## config.mk

```make
export PLATFORM = sky130hd
export DESIGN_NAME = rpp_top
export DESIGN_NICKNAME = d
export VERILOG_FILES = /design/src/rtl/rpp_pdm_gate.v /design/src/rtl/rpp_top.v
export VERILOG_INCLUDE_DIRS = /design/src /design/src/inc
export SDC_FILE = /design/constraint.sdc
export NUM_CORES = 2
export LEC_CHECK = 0
export BUFFER_PORTS_ARGS = -buffer_cell sky130_fd_sc_hd__buf_2
export CAP_MARGIN = 15
export CORE_MARGIN = 2
export CORE_UTILIZATION = 46
export CTS_CLUSTER_DIAMETER = 150
export DETAILED_ROUTE_END_ITERATION = 8
export MAX_ROUTING_LAYER = met4
export SYNTH_ARGS = -nofsm -noshare
export SYNTH_HDL_FRONTEND = slang
export SYNTH_SLANG_ARGS = --single-unit
```

## constraint.sdc

```tcl
create_clock -name mclk_i -period 8.6 [get_ports mclk_i]
set_input_delay 1.72 -clock mclk_i [delete_from_list [all_inputs] [get_ports mclk_i]]
set_output_delay 1.72 -clock mclk_i [all_outputs]
set_load 0.05 [all_outputs]
```

## src/inc/rpp_defs.vh

```
// Purpose: constants of the reflected-power protection block
// Assumes: 125 MHz clock, power words scaled 16'hFFFF = rated
// Notes:   times kept in their own unit, cycle counts derived
`ifndef RPP_DEFS_VH
`define RPP_DEFS_VH

`define RPP_CLK_HZ       125000000
`define RPP_TICK_US      1000
`define RPP_TICK_CYC     (`RPP_TICK_US * (`RPP_CLK_HZ / 1000000))
`define RPP_TICKS_PER_S  1000
`define RPP_FAST_NS      300
`define RPP_HOLD_MS      300
`define RPP_HOLD_TICKS   (`RPP_HOLD_MS * 1000 / `RPP_TICK_US)
`define RPP_RETURN_S     30
`define RPP_DECAY_S      60

// power thresholds, fraction of rated on 16 bits
`define RPP_FAST_LIM     16'h28F5
`define RPP_PEAK_LIM     16'h28F5
`define RPP_AVG_LIM      16'h0A3D
`define RPP_CB_MIN       16'h051F
`define RPP_CB_SCALE     16'hD99A
`define RPP_FULL         16'hFFFF

// accumulator in units of 1/60, one unit per second of decay
`define RPP_ACC_W        9
`define RPP_ACC_ONE      9'h03C
`define RPP_ACC_CB_TH    9'h096
`define RPP_ACC_MAX      9'h1FF

// filters and ramps
`define RPP_RAMP_SH      4
`define RPP_AVG_SH       12
`define RPP_FOLD_SH      8
`define RPP_REC_SH       6

// power drive
`define RPP_PHASES       9
`define RPP_PDM_PER      360
`define RPP_PDM_CW       10

`endif

```

## src/rtl/rpp_pdm_gate.v

```verilog
// Purpose: nine phased pulse-width power drive outputs
// Assumes: duty word 16'hFFFF = full, period a multiple of phase count
// Notes:   kill forces every phase low at the next edge
`timescale 1ns/1ps
`include "rpp_defs.vh"
module rpp_pdm_gate #(
   parameter W      = 16,
   parameter PHASES = `RPP_PHASES,
   parameter PER    = `RPP_PDM_PER,
   parameter CW     = `RPP_PDM_CW
) (
   // clock and reset
   input  wire              mclk_i,
   input  wire              nrst_i,
   // control
   input  wire [W-1:0]      duty_i,
   input  wire              kill_i,
   // drive
   output reg  [PHASES-1:0] pdm_o
);
   localparam [CW-1:0] PER_C = PER[CW-1:0];
   reg  [CW-1:0]   cnt;
   wire [W+CW-1:0] prod = duty_i * PER_C;
   wire [CW-1:0]   thr  = prod[W+CW-1:W];

   always @(posedge mclk_i or negedge nrst_i) begin
      if (!nrst_i) begin
         cnt <= {CW{1'b0}};
      end else if (cnt == PER_C - 1'b1) begin
         cnt <= {CW{1'b0}};
      end else begin
         cnt <= cnt + 1'b1;
      end
   end

   // phase k offset by k/PHASES of a period, 40 degrees for nine
   genvar k;
   generate
      for (k = 0; k < PHASES; k = k + 1) begin : g_ph
         localparam integer OFS_I = (k * PER) / PHASES;
         localparam [CW:0]  OFS   = OFS_I[CW:0];
         wire [CW:0] s    = {1'b0, cnt} + OFS;
         wire [CW:0] wrap = (s >= {1'b0, PER_C}) ? s - {1'b0, PER_C} : s;
         always @(posedge mclk_i or negedge nrst_i) begin
            if (!nrst_i) begin
               pdm_o[k] <= 1'b0;
            end else begin
               pdm_o[k] <= !kill_i && (wrap[CW-1:0] < thr); // RULE17
            end
         end
      end
   endgenerate
endmodule

```

## src/rtl/rpp_top.v

```verilog
// Purpose: reflected-power protection for an AM transmitter power stage
// Assumes: samples synchronous to mclk_i, current pre-scaled by line impedance
// Notes:   power words are 16'hFFFF = rated; all limits act together
//
// What this block does
// RULE1 - coupler sample over fast limit kills drive
// RULE2 - derive load mismatch from current and voltage
// RULE3 - all protections run at once, always
// RULE4 - calculated peak over 16 percent starts shutback
// RULE5 - shutback holds power zero for 300 ms
// RULE6 - then exponential ramp to lower target
// RULE7 - thirty seconds later normal level control resumes
// RULE8 - each shutback adds one to accumulator
// RULE9 - accumulator decays one sixtieth per second
// RULE10 - accumulator above 2.5 triggers a cutback
// RULE11 - first cutback caps at 85 percent
// RULE12 - each further cutback scales cap by 85 percent
// RULE13 - cap never below 2 percent of carrier
// RULE14 - recover only after accumulator reaches zero
// RULE15 - 4096 ms average over 4 percent folds back
// RULE16 - inhibit input suppresses all power drive
// RULE17 - nine phased drive outputs, 40 degrees apart
// RULE18 - lowest of all limits is applied
// RULE19 - accumulator fixed point makes steps exact
`timescale 1ns/1ps
`include "rpp_defs.vh"
module rpp_top #(
   parameter W           = 16,
   parameter TICK_CYC    = `RPP_TICK_CYC,
   parameter TICKS_PER_S = `RPP_TICKS_PER_S,
   parameter HOLD_TICKS  = `RPP_HOLD_TICKS,
   parameter FAST_LIM    = `RPP_FAST_LIM
) (
   // clock and reset
   input  wire                 mclk_i,
   input  wire                 nrst_i,
   // rf samples
   input  wire signed [W-1:0]  v_smp_i,
   input  wire signed [W-1:0]  i_smp_i,
   input  wire [W-1:0]         cpl_refl_i,
   // level control
   input  wire [W-1:0]         set_point_i,
   input  wire [W-1:0]         alc_i,
   input  wire                 inhibit_i,
   // drive
   output wire [`RPP_PHASES-1:0] pdm_o,
   output reg                  rf_drive_en_o,
   output reg  [W-1:0]         pwr_cmd_o,
   // status
   output reg  [W-1:0]         refl_pwr_o,
   output reg  [W-1:0]         refl_avg_o,
   output reg                  shutback_o,
   output reg                  cutback_o,
   output reg                  foldback_o
);
   localparam [1:0] ST_IDLE = 2'h0;
   localparam [1:0] ST_HOLD = 2'h1;
   localparam [1:0] ST_RAMP = 2'h2;
   localparam AW  = `RPP_ACC_W;
   localparam AVW = W + `RPP_AVG_SH;
   localparam [W-1:0] FULL  = `RPP_FULL;
   localparam [W-1:0] CBMIN = `RPP_CB_MIN;
   localparam [W-1:0] FLIM  = FAST_LIM;

   function [W-1:0] scale85;
      input [W-1:0] x;
      reg [2*W-1:0] p;
      begin
         p = x * `RPP_CB_SCALE;
         scale85 = (p[2*W-1:W] < CBMIN) ? CBMIN : p[2*W-1:W]; // RULE13
      end
   endfunction

   // time base: millisecond tick and second tick
   reg  [23:0] tick_cnt;
   reg  [11:0] ms_cnt;
   wire        tick = (tick_cnt == TICK_CYC - 1);
   wire        sec  = tick && (ms_cnt == TICKS_PER_S - 1);

   always @(posedge mclk_i or negedge nrst_i) begin
      if (!nrst_i) begin
         tick_cnt <= 24'h000000;
         ms_cnt   <= 12'h000;
      end else begin
         tick_cnt <= tick ? 24'h000000 : tick_cnt + 24'h000001;
         if (sec) begin
            ms_cnt <= 12'h000;
         end else if (tick) begin
            ms_cnt <= ms_cnt + 12'h001;
         end
      end
   end

   // reflected wave (v - z0*i)/2 and its power
   wire signed [W:0]     diff = {v_smp_i[W-1], v_smp_i} - {i_smp_i[W-1], i_smp_i};
   reg  signed [W-1:0]   half_q;
   wire signed [2*W-1:0] sq   = half_q * half_q;

   // trips
   reg  fast_trip;
   reg  peak_trip;
   reg  trip_d;
   wire trip_any = fast_trip || peak_trip;
   wire evt      = trip_any && !trip_d;

   always @(posedge mclk_i or negedge nrst_i) begin
      if (!nrst_i) begin
         half_q     <= {W{1'b0}};
         refl_pwr_o <= {W{1'b0}};
         fast_trip  <= 1'b0;
         peak_trip  <= 1'b0;
         trip_d     <= 1'b0;
      end else begin
         half_q     <= diff[W:1]; // RULE2
         refl_pwr_o <= sq[2*W-2:W-1];
         fast_trip  <= (cpl_refl_i > FLIM); // RULE1
         peak_trip  <= (refl_pwr_o > `RPP_PEAK_LIM); // RULE4
         trip_d     <= trip_any;
      end
   end

   // shutback sequencer
   reg  [1:0]   st;
   reg  [11:0]  hold_cnt;
   reg  [5:0]   sb_sec;
   reg  [W-1:0] sb_lvl;
   reg  [W-1:0] last_sp;
   wire [W-1:0] ramp_tgt = (last_sp < alc_i) ? last_sp : alc_i;
   wire [W-1:0] ramp_gap = ramp_tgt - sb_lvl;

   always @(posedge mclk_i or negedge nrst_i) begin
      if (!nrst_i) begin
         st       <= ST_IDLE;
         hold_cnt <= 12'h000;
         sb_sec   <= 6'h00;
         sb_lvl   <= {W{1'b0}};
         last_sp  <= {W{1'b0}};
      end else if (trip_any) begin
         st       <= ST_HOLD; // RULE4
         hold_cnt <= 12'h000;
         sb_sec   <= 6'h00;
         sb_lvl   <= {W{1'b0}};
         if (st == ST_IDLE) begin
            last_sp <= pwr_cmd_o;
         end
      end else begin
         if (sec) begin
            sb_sec <= sb_sec + 6'h01;
         end
         case (st)
            ST_HOLD: begin
               if (tick) begin
                  hold_cnt <= hold_cnt + 12'h001;
                  if (hold_cnt == HOLD_TICKS - 1) begin
                     st <= ST_RAMP; // RULE5
                  end
               end
            end
            ST_RAMP: begin
               if (tick) begin
                  if (sb_lvl >= ramp_tgt) begin
                     sb_lvl <= ramp_tgt;
                  end else begin
                     sb_lvl <= sb_lvl + (ramp_gap >> `RPP_RAMP_SH) + 1'b1; // RULE6
                  end
               end
               if (sec && sb_sec == `RPP_RETURN_S - 1) begin
                  st <= ST_IDLE; // RULE7
               end
            end
            default: begin
               st <= ST_IDLE;
            end
         endcase
      end
   end

   // shutback accumulator, units of 1/60
   reg  [AW-1:0] acc;
   wire [AW:0]   acc_sum = {1'b0, acc} + {1'b0, `RPP_ACC_ONE};
   wire [AW-1:0] acc_add = acc_sum[AW] ? `RPP_ACC_MAX : acc_sum[AW-1:0];
   wire          cb_evt  = evt && (acc_add > `RPP_ACC_CB_TH); // RULE10 RULE19

   always @(posedge mclk_i or negedge nrst_i) begin
      if (!nrst_i) begin
         acc <= {AW{1'b0}};
      end else if (evt) begin
         acc <= acc_add; // RULE8
      end else if (sec && acc != {AW{1'b0}}) begin
         acc <= acc - 1'b1; // RULE9
      end
   end

   // cutback cap
   reg  [W-1:0] cb_cap;
   reg          cb_act;
   wire [W:0]   cb_up = {1'b0, cb_cap} + (cb_cap >> `RPP_REC_SH) + 1'b1;

   always @(posedge mclk_i or negedge nrst_i) begin
      if (!nrst_i) begin
         cb_cap <= FULL;
         cb_act <= 1'b0;
      end else if (cb_evt) begin
         cb_act <= 1'b1;
         if (!cb_act) begin
            cb_cap <= scale85((st == ST_IDLE) ? pwr_cmd_o : last_sp); // RULE11
         end else begin
            cb_cap <= scale85(cb_cap); // RULE12
         end
      end else if (cb_act && acc == {AW{1'b0}} && tick) begin
         if (cb_up[W]) begin
            cb_cap <= FULL; // RULE14
            cb_act <= 1'b0;
         end else begin
            cb_cap <= cb_up[W-1:0];
         end
      end
   end

   // average reflected power and foldback
   reg  [AVW-1:0] avg_acc;
   reg  [W-1:0]   fold_cap;
   wire [W-1:0]   avg = avg_acc[AVW-1:`RPP_AVG_SH];
   wire           fold = (avg > `RPP_AVG_LIM);
   wire [W-1:0]   fold_step = (fold_cap >> `RPP_FOLD_SH) + 1'b1;

   always @(posedge mclk_i or negedge nrst_i) begin
      if (!nrst_i) begin
         avg_acc  <= {AVW{1'b0}};
         fold_cap <= FULL;
      end else if (tick) begin
         avg_acc <= avg_acc + refl_pwr_o - avg; // RULE15
         if (fold) begin
            fold_cap <= (fold_cap > fold_step) ? fold_cap - fold_step : {W{1'b0}}; // RULE15
         end else begin
            fold_cap <= (FULL - fold_cap > fold_step) ? fold_cap + fold_step : FULL;
         end
      end
   end

   // lowest of all limits
   reg [W-1:0] next_cmd;
   always @* begin
      next_cmd = set_point_i;
      if (alc_i < next_cmd) begin
         next_cmd = alc_i;
      end
      if (fold_cap < next_cmd) begin
         next_cmd = fold_cap; // RULE18
      end
      if (cb_act && cb_cap < next_cmd) begin
         next_cmd = cb_cap;
      end
      if (st == ST_HOLD || trip_any) begin
         next_cmd = {W{1'b0}};
      end else if (st == ST_RAMP && sb_lvl < next_cmd) begin
         next_cmd = sb_lvl;
      end
   end

   always @(posedge mclk_i or negedge nrst_i) begin
      if (!nrst_i) begin
         pwr_cmd_o     <= {W{1'b0}};
         rf_drive_en_o <= 1'b0;
         refl_avg_o    <= {W{1'b0}};
         shutback_o    <= 1'b0;
         cutback_o     <= 1'b0;
         foldback_o    <= 1'b0;
      end else begin
         pwr_cmd_o     <= next_cmd; // RULE3
         rf_drive_en_o <= !(fast_trip || st == ST_HOLD); // RULE1
         refl_avg_o    <= avg;
         shutback_o    <= (st != ST_IDLE);
         cutback_o     <= cb_act;
         foldback_o    <= fold;
      end
   end

   rpp_pdm_gate #(
      .W      (W)
   ) u_pdm (
      .mclk_i (mclk_i),
      .nrst_i (nrst_i),
      .duty_i (pwr_cmd_o),
      .kill_i (trip_any || st == ST_HOLD || inhibit_i), // RULE16 RULE1
      .pdm_o  (pdm_o)
   );
endmodule

```

# Word-level counts from Yosys, hierarchy flattened
# Index checks and enable logic that the tools add are counted.
dict set report classes {
  addsub 36
  multipliers 4
  n_lt_le_gt_ge 32
  eq_ne 10
  muxes 49
  n_reduce_logical 41
}
# operator count
set op_table {}
lappend op_table {{$mux W16} 20}
lappend op_table {{$mux W10} 10}
lappend op_table {{$lt A10 B9 Y1} 9}
lappend op_table {{$sub A10 B9 Y10 const B} 9}
lappend op_table {{$ge A11 B9 Y1 const B} 8}
lappend op_table {{$lt A16 B16 Y1} 5}
lappend op_table {{$mul A16 B15 Y31 const B} 2}
lappend op_table {{$mux W12} 5}
lappend op_table {{$add A10 B8 Y11 const B} 3}
lappend op_table {{$gt A16 B14 Y1 const B} 2}
lappend op_table {{$gt A16 B9 Y1} 2}
lappend op_table {{$lt A16 B11 Y1 const B} 2}
lappend op_table {{$mul A16 B16 Y31} 1}
lappend op_table {{$add A28 B16 Y28} 1}
lappend op_table {{$sub A28 B16 Y28} 1}
lappend op_table {{$mux W9} 3}
lappend op_table {{$add A12 B1 Y12 const B} 2}
lappend op_table {{$add A24 B1 Y24 const B} 1}
lappend op_table {{$eq A24 B17 Y1 const B} 1}
lappend op_table {{$mux W24} 1}
lappend op_table {{$add A10 B7 Y11 const B} 2}
lappend op_table {{$add A10 B9 Y11 const B} 2}
lappend op_table {{$mul A16 B6 Y22 const B} 1}
lappend op_table {{$logic_and A1 B1 Y1} 18}
lappend op_table {{other kinds (38)} 61}
dict set report word_totals {
  register_bits 248
  input_bits 83
  out_inout_bits 61
  wordCells 205
}

# Logic depth before layout (Yosys ltp)
dict set report logic_depth {
  word_depth 11
  ltp_mapped 48
  depth_no_buf 44
}

# Hierarchy
# From an unflattened synthesis, not the netlist that was laid out.
dict set report unflattened {
  cells_unflattened 4612
  area_unflattened_um2 41235.8
}
# mod n_inst cells_each area_per_inst_um2
set by_module_without_submodules {}
lappend by_module_without_submodules {rpp_top 1 3863 35248.8}
lappend by_module_without_submodules {rpp_pdm_gate 1 749 5987.0}

# Worst setup path before layout
# No wires, ideal clock.
dict set report synth_path {
  path_type {input-to-reg}
  start {in set_point_i[5]}
  end {reg pwr_cmd_o[5]}
  arrival_time_ns 9.853
  t_required_ns 8.522
  setup_slack_ns -1.331
  stages 46
  n_path_buf 4
  path_cell_list {inv_1 ha_1 a21o_1 a21o_1 a21oi_1 o31ai_2 a221oi_4 o21ai_2 clkbuf_1 a21oi_1 ha_1 a21o_1 a21oi_1 nor2b_1 o21ai_0 a21oi_1 a2111o_1 a21o_1 (+10 left out) a21boi_0 a41oi_4 buf_6 mux2_4 ha_1 a21o_1 a21o_1 a21o_1 a21o_1 a21oi_1 nor2_1 a2111oi_0 nand2_1 inv_1 nand2_1 o221a_2 buf_2 a21oi_1}
}
dict set report synth_between {
  elab_chain_cells 11
}
# item line_no
set synth_rtl {}
lappend synth_rtl {{from (decl)} rpp_top.v:42} ;# input wire [W-1:0] set_point_i,
lappend synth_rtl {{$lt A16 B16 Y1} rpp_top.v:245} ;# if (alc_i < next_cmd) begin
lappend synth_rtl {{$mux W16 (*)} rpp_top.v:245}
lappend synth_rtl {{$lt A16 B16 Y1} rpp_top.v:248} ;# if (fold_cap < next_cmd) begin
lappend synth_rtl {{$mux W16 (*)} rpp_top.v:248}
lappend synth_rtl {{$lt A16 B16 Y1} rpp_top.v:251} ;# if (cb_act && cb_cap < next_cmd) begin
lappend synth_rtl {{$logic_and A1 B1 Y1} rpp_top.v:251}
lappend synth_rtl {{$mux W16 (*)} rpp_top.v:251}
lappend synth_rtl {{$lt A16 B16 Y1} rpp_top.v:256} ;# end else if (st == ST_RAMP && sb_lvl < next_cmd) begin
lappend synth_rtl {{$logic_and A1 B1 Y1} rpp_top.v:256}
lappend synth_rtl {{$mux W16 (*)} rpp_top.v:256}
lappend synth_rtl {{$mux W16 (*)} rpp_top.v:254} ;# if (st == ST_HOLD || trip_any) begin
lappend synth_rtl {{via next_cmd[5]} rpp_top.v:242} ;# reg [W-1:0] next_cmd;
lappend synth_rtl {{to (signal assigned)} rpp_top.v:263} ;# pwr_cmd_o <= {W{1'b0}};
lappend synth_rtl {{to (signal assigned)} rpp_top.v:270} ;# pwr_cmd_o <= next_cmd;
lappend synth_rtl {{to (decl)} rpp_top.v:48} ;# output reg [W-1:0] pwr_cmd_o,
# Mark *: on every way through the listed nets, which the timed path passes. The rest lies on a longest branch.
# A chain may end at the register's enable or synchronous reset.

# Worst setup path after layout
dict set report layout_path {
  start {in set_point_i[1]}
  end {reg pwr_cmd_o[1]}
}
# Same word-level chain as after synthesis.

==> impl_metrics.json <==
{
  "vias": 32100,
  "die_h_um": 302,
  "synth.distinct_cells": 96,
  "path_class": "in2reg",
  "antenna_left": 0,
  "reg2reg_from": "st[0]$_DFFE_PN0P_",
  "grt_setup_unrepaired": "true",
  "layout.nets": 5972,
  "yosysTopAreaCellShare_pct": 21.8,
  "drt-initial-drc-count": 1709,
  "ys_seq_area_share_pct": 15.3,
  "synth_top_flop_cell": "dfrtp_1",
  "endpoint_kind": "register",
  "fin_util_pct": 51.7,
  "start_util_pct": 46.2,
  "fin_crit_ns": 8.56,
  "synth_edf_count": 0,
  "startpoint": "set_point_i[1]",
  "clkTransAtPathRegs_ns": 0.05,
  "dp.cells": 5909,
  "diodes": 0,
  "critPathMostFrequentCell": "a21o_1",
  "synth_fp_nets": 5750,
  "setup_viol": 0,
  "fill_cells": 8393,
  "required_ns": 9.10,
  "avgSynthCellArea_sq_um": 8.91,
  "syn2layout_area_growth_pct": 11.8,
  "gp_congestion": 0.940,
  "cts_max_level": 2,
  "multi_input_comb_area_sq_um": 31300,
  "fin_crit_sh_pct": 99.6,
  "whs_ns": 0.459,
  "rows": 109,
  "yosysMostFrequentCell": "inv_1",
  "fp.coreArea_sq_um": 88100,
  "grt_pass1_wl_mm": 175,
  "cts-buffers-inserted": 36,
  "gr-usage-all-layers_pct": 24.9,
  "max_clock_freq_ghz": 0.117,
  "cts_tree": "done",
  "synthCells": 4571,
  "hp-class": "reg2reg",
  "wirelength_mm": 107,
  "slowest_stage": "a2111o_1",
  "crit_path_max_fanout": 8,
  "ctsHoldBuffers": 0,
  "yosys.area.top_type": "fa_1",
  "hold_viol_final": 0,
  "synthArstFlopShare_pct": 100,
  "synth_commonest_cells": "inv_1, ha_1, fa_1, nand2_1, nor2_1",
  "die_width_um": 302,
  "synth_area_sq_um": 40700,
  "cpPeakStageDelay_ns": 0.41,
  "wl_per_cell_um": 17.9,
  "critPathLaunchType": "primary input",
  "cts.sinks": 248,
  "regArea_sq_um": 6250,
  "tightestPinTransition_ns": 1.08,
  "numPortBuffers": 142,
  "cts.path.max_buffers": 3,
  "grt_antenna_before_repair": 1,
  "min_from": "avg_acc[26]$_DFFE_PN0N_",
  "root_buffer": "clkbuf_16",
  "post_drt_via_cell_ratio": 5.36,
  "ys_ff_latch": 248,
  "num_io_pins": 144,
  "finalMaxSlewViolations": 0,
  "drc": 0,
  "grt_overflow": 0,
  "clock_latency_ns": 0.58,
  "arrival_ns": 9.06,
  "run_status": "finished, final reports clean",
  "maxSlewHeadroom_pct": 28.0,
  "finClkSkew_ns": 0.0394,
  "synth_warnings": 0,
  "first_pass_iters": 5,
  "design.die.area_sq_um": 90900,
  "place_hpwl_mm": 84.8,
  "yosys-top-cells-area": "fa_1, ha_1, dfrtp_1, inv_1, xnor2_1",
  "drive_gt1_share_pct": 11.3,
  "grt_max_degree": 151,
  "final_cells": 5983,
  "grt_pass1_vias": 32400,
  "maxCapViolCount": 0
}
[layer usage]
metal  vias to the layer above  global-route usage, %  routed length, um
li1                      15700                      -                  -
met5                         -                      -                  0
met4                         0                   6.19               2770
met2                       606                   40.5              50300
met3                       156                   2.28               4160
met1                     15600                   33.5              49700
[logic make-up after synthesis]
group	after synthesis	synth area share, %
muxes	58	1.70
buffers and inverters	973	9.01
adders and majority gates	1101	42.0
DFF	248	15.3
xor gates and xnor gates	264	5.68
AOI/OAI and AO/OA	880	14.0
and+or+nand+nor	1047	12.3
[sequential cells by signal (all words and copies together), names as in the netlist, 2 cells and up]
register     count
avg_acc         28
tick_cnt        24
cb_cap          16
fold_cap        16
half_q          16
last_sp         16
pwr_cmd_o       16
refl_avg_o      16
refl_pwr_o      16
sb_lvl          16
hold_cnt        12
ms_cnt          12
u_pdm.cnt       10
acc              9
u_pdm.pdm_o      9
sb_sec           6
st               2
[worst max-delay path: cells and delay by family]
kind / cells / cell delay [ns]
AND/OR/NAND/NOR: 7 / 0.89
adder cells (fa/ha/maj): 4 / 0.95
buffers and inverters: 5 / 0.63
multiplexers: 1 / 0.36
AO/OA/AOI/OAI: 24 / 4.47
[final cells by class]
cell class	count	area share (%)
clock buffers	49	2.36
clock inverters	14	0.473
inverters	856	7.07
multi-input cells	3353	68.8
flip-flops and latches	248	13.7
well taps	1165	3.20
repair buffers	298	4.40
[stage by stage]
stage                     setup WS, ns  instance area [sq um]  TNS [ns]
after floorplan                 -0.381                  40900     -5.50
after global placement          -0.750                  43800    -11.19
after detailed placement        -0.821                  43800    -12.37
after CTS                     -0.00943                  45200   -0.0256
after global routing            -0.275                  45500     -3.95
final                           0.0378                  45500         0
[cells in the final DEF (no fill, tap or decap), types with 28 or more instances in the layout]
cell	synthesis	routed
xor2_1	104	104
o21a_1	43	43
nor3_1	60	58
nand2_1	328	325
nor2_1	264	256
buf_2	5	138
nand2b_1	38	38
inv_1	850	846
buf_4	1	148
dfrtp_1	216	216
and2_1	75	75
nand3_1	67	67
a211oi_1	36	36
xnor2_1	160	160
clkbuf_16	0	41
ha_1	652	642
fa_1	444	444
a21oi_1	260	235
mux2_2	34	34
o21ai_1	20	28
nand4_1	55	55
dfstp_2	32	32
a21o_1	75	74
o21ai_0	179	169
nor2b_1	43	43
a31oi_1	40	39
[timing repair]
action / in CTS / in global routing
setup buffers: 4 / 3
resized for setup: 21 / 58
pin swaps: 11 / 18
gates cloned: 3 / 1
endpoints found under the setup margin: 16 / 16
[path summary, 6_finish.rpt]
kind                                            endpoint  slack [ns]  cells past startpoint
worst max-delay path              pwr_cmd_o[1]$_DFF_PN0_        0.04                     41
worst min-delay path            refl_avg_o[14]$_DFF_PN0_        0.46                      0
worst max register to register     cb_cap[6]$_DFFE_PN1P_        0.83                     25
worst min register to register  refl_avg_o[14]$_DFF_PN0_        0.46                      0
max in group asynchronous          tick_cnt[8]$_DFF_PN0_        5.95                      2
min in group asynchronous       u_pdm.pdm_o[4]$_DFF_PN0_        1.19                      1
Power is left out: the tool's default activity adds up to more than one toggle a clock period on the data nets, which glitch-free logic cannot reach.
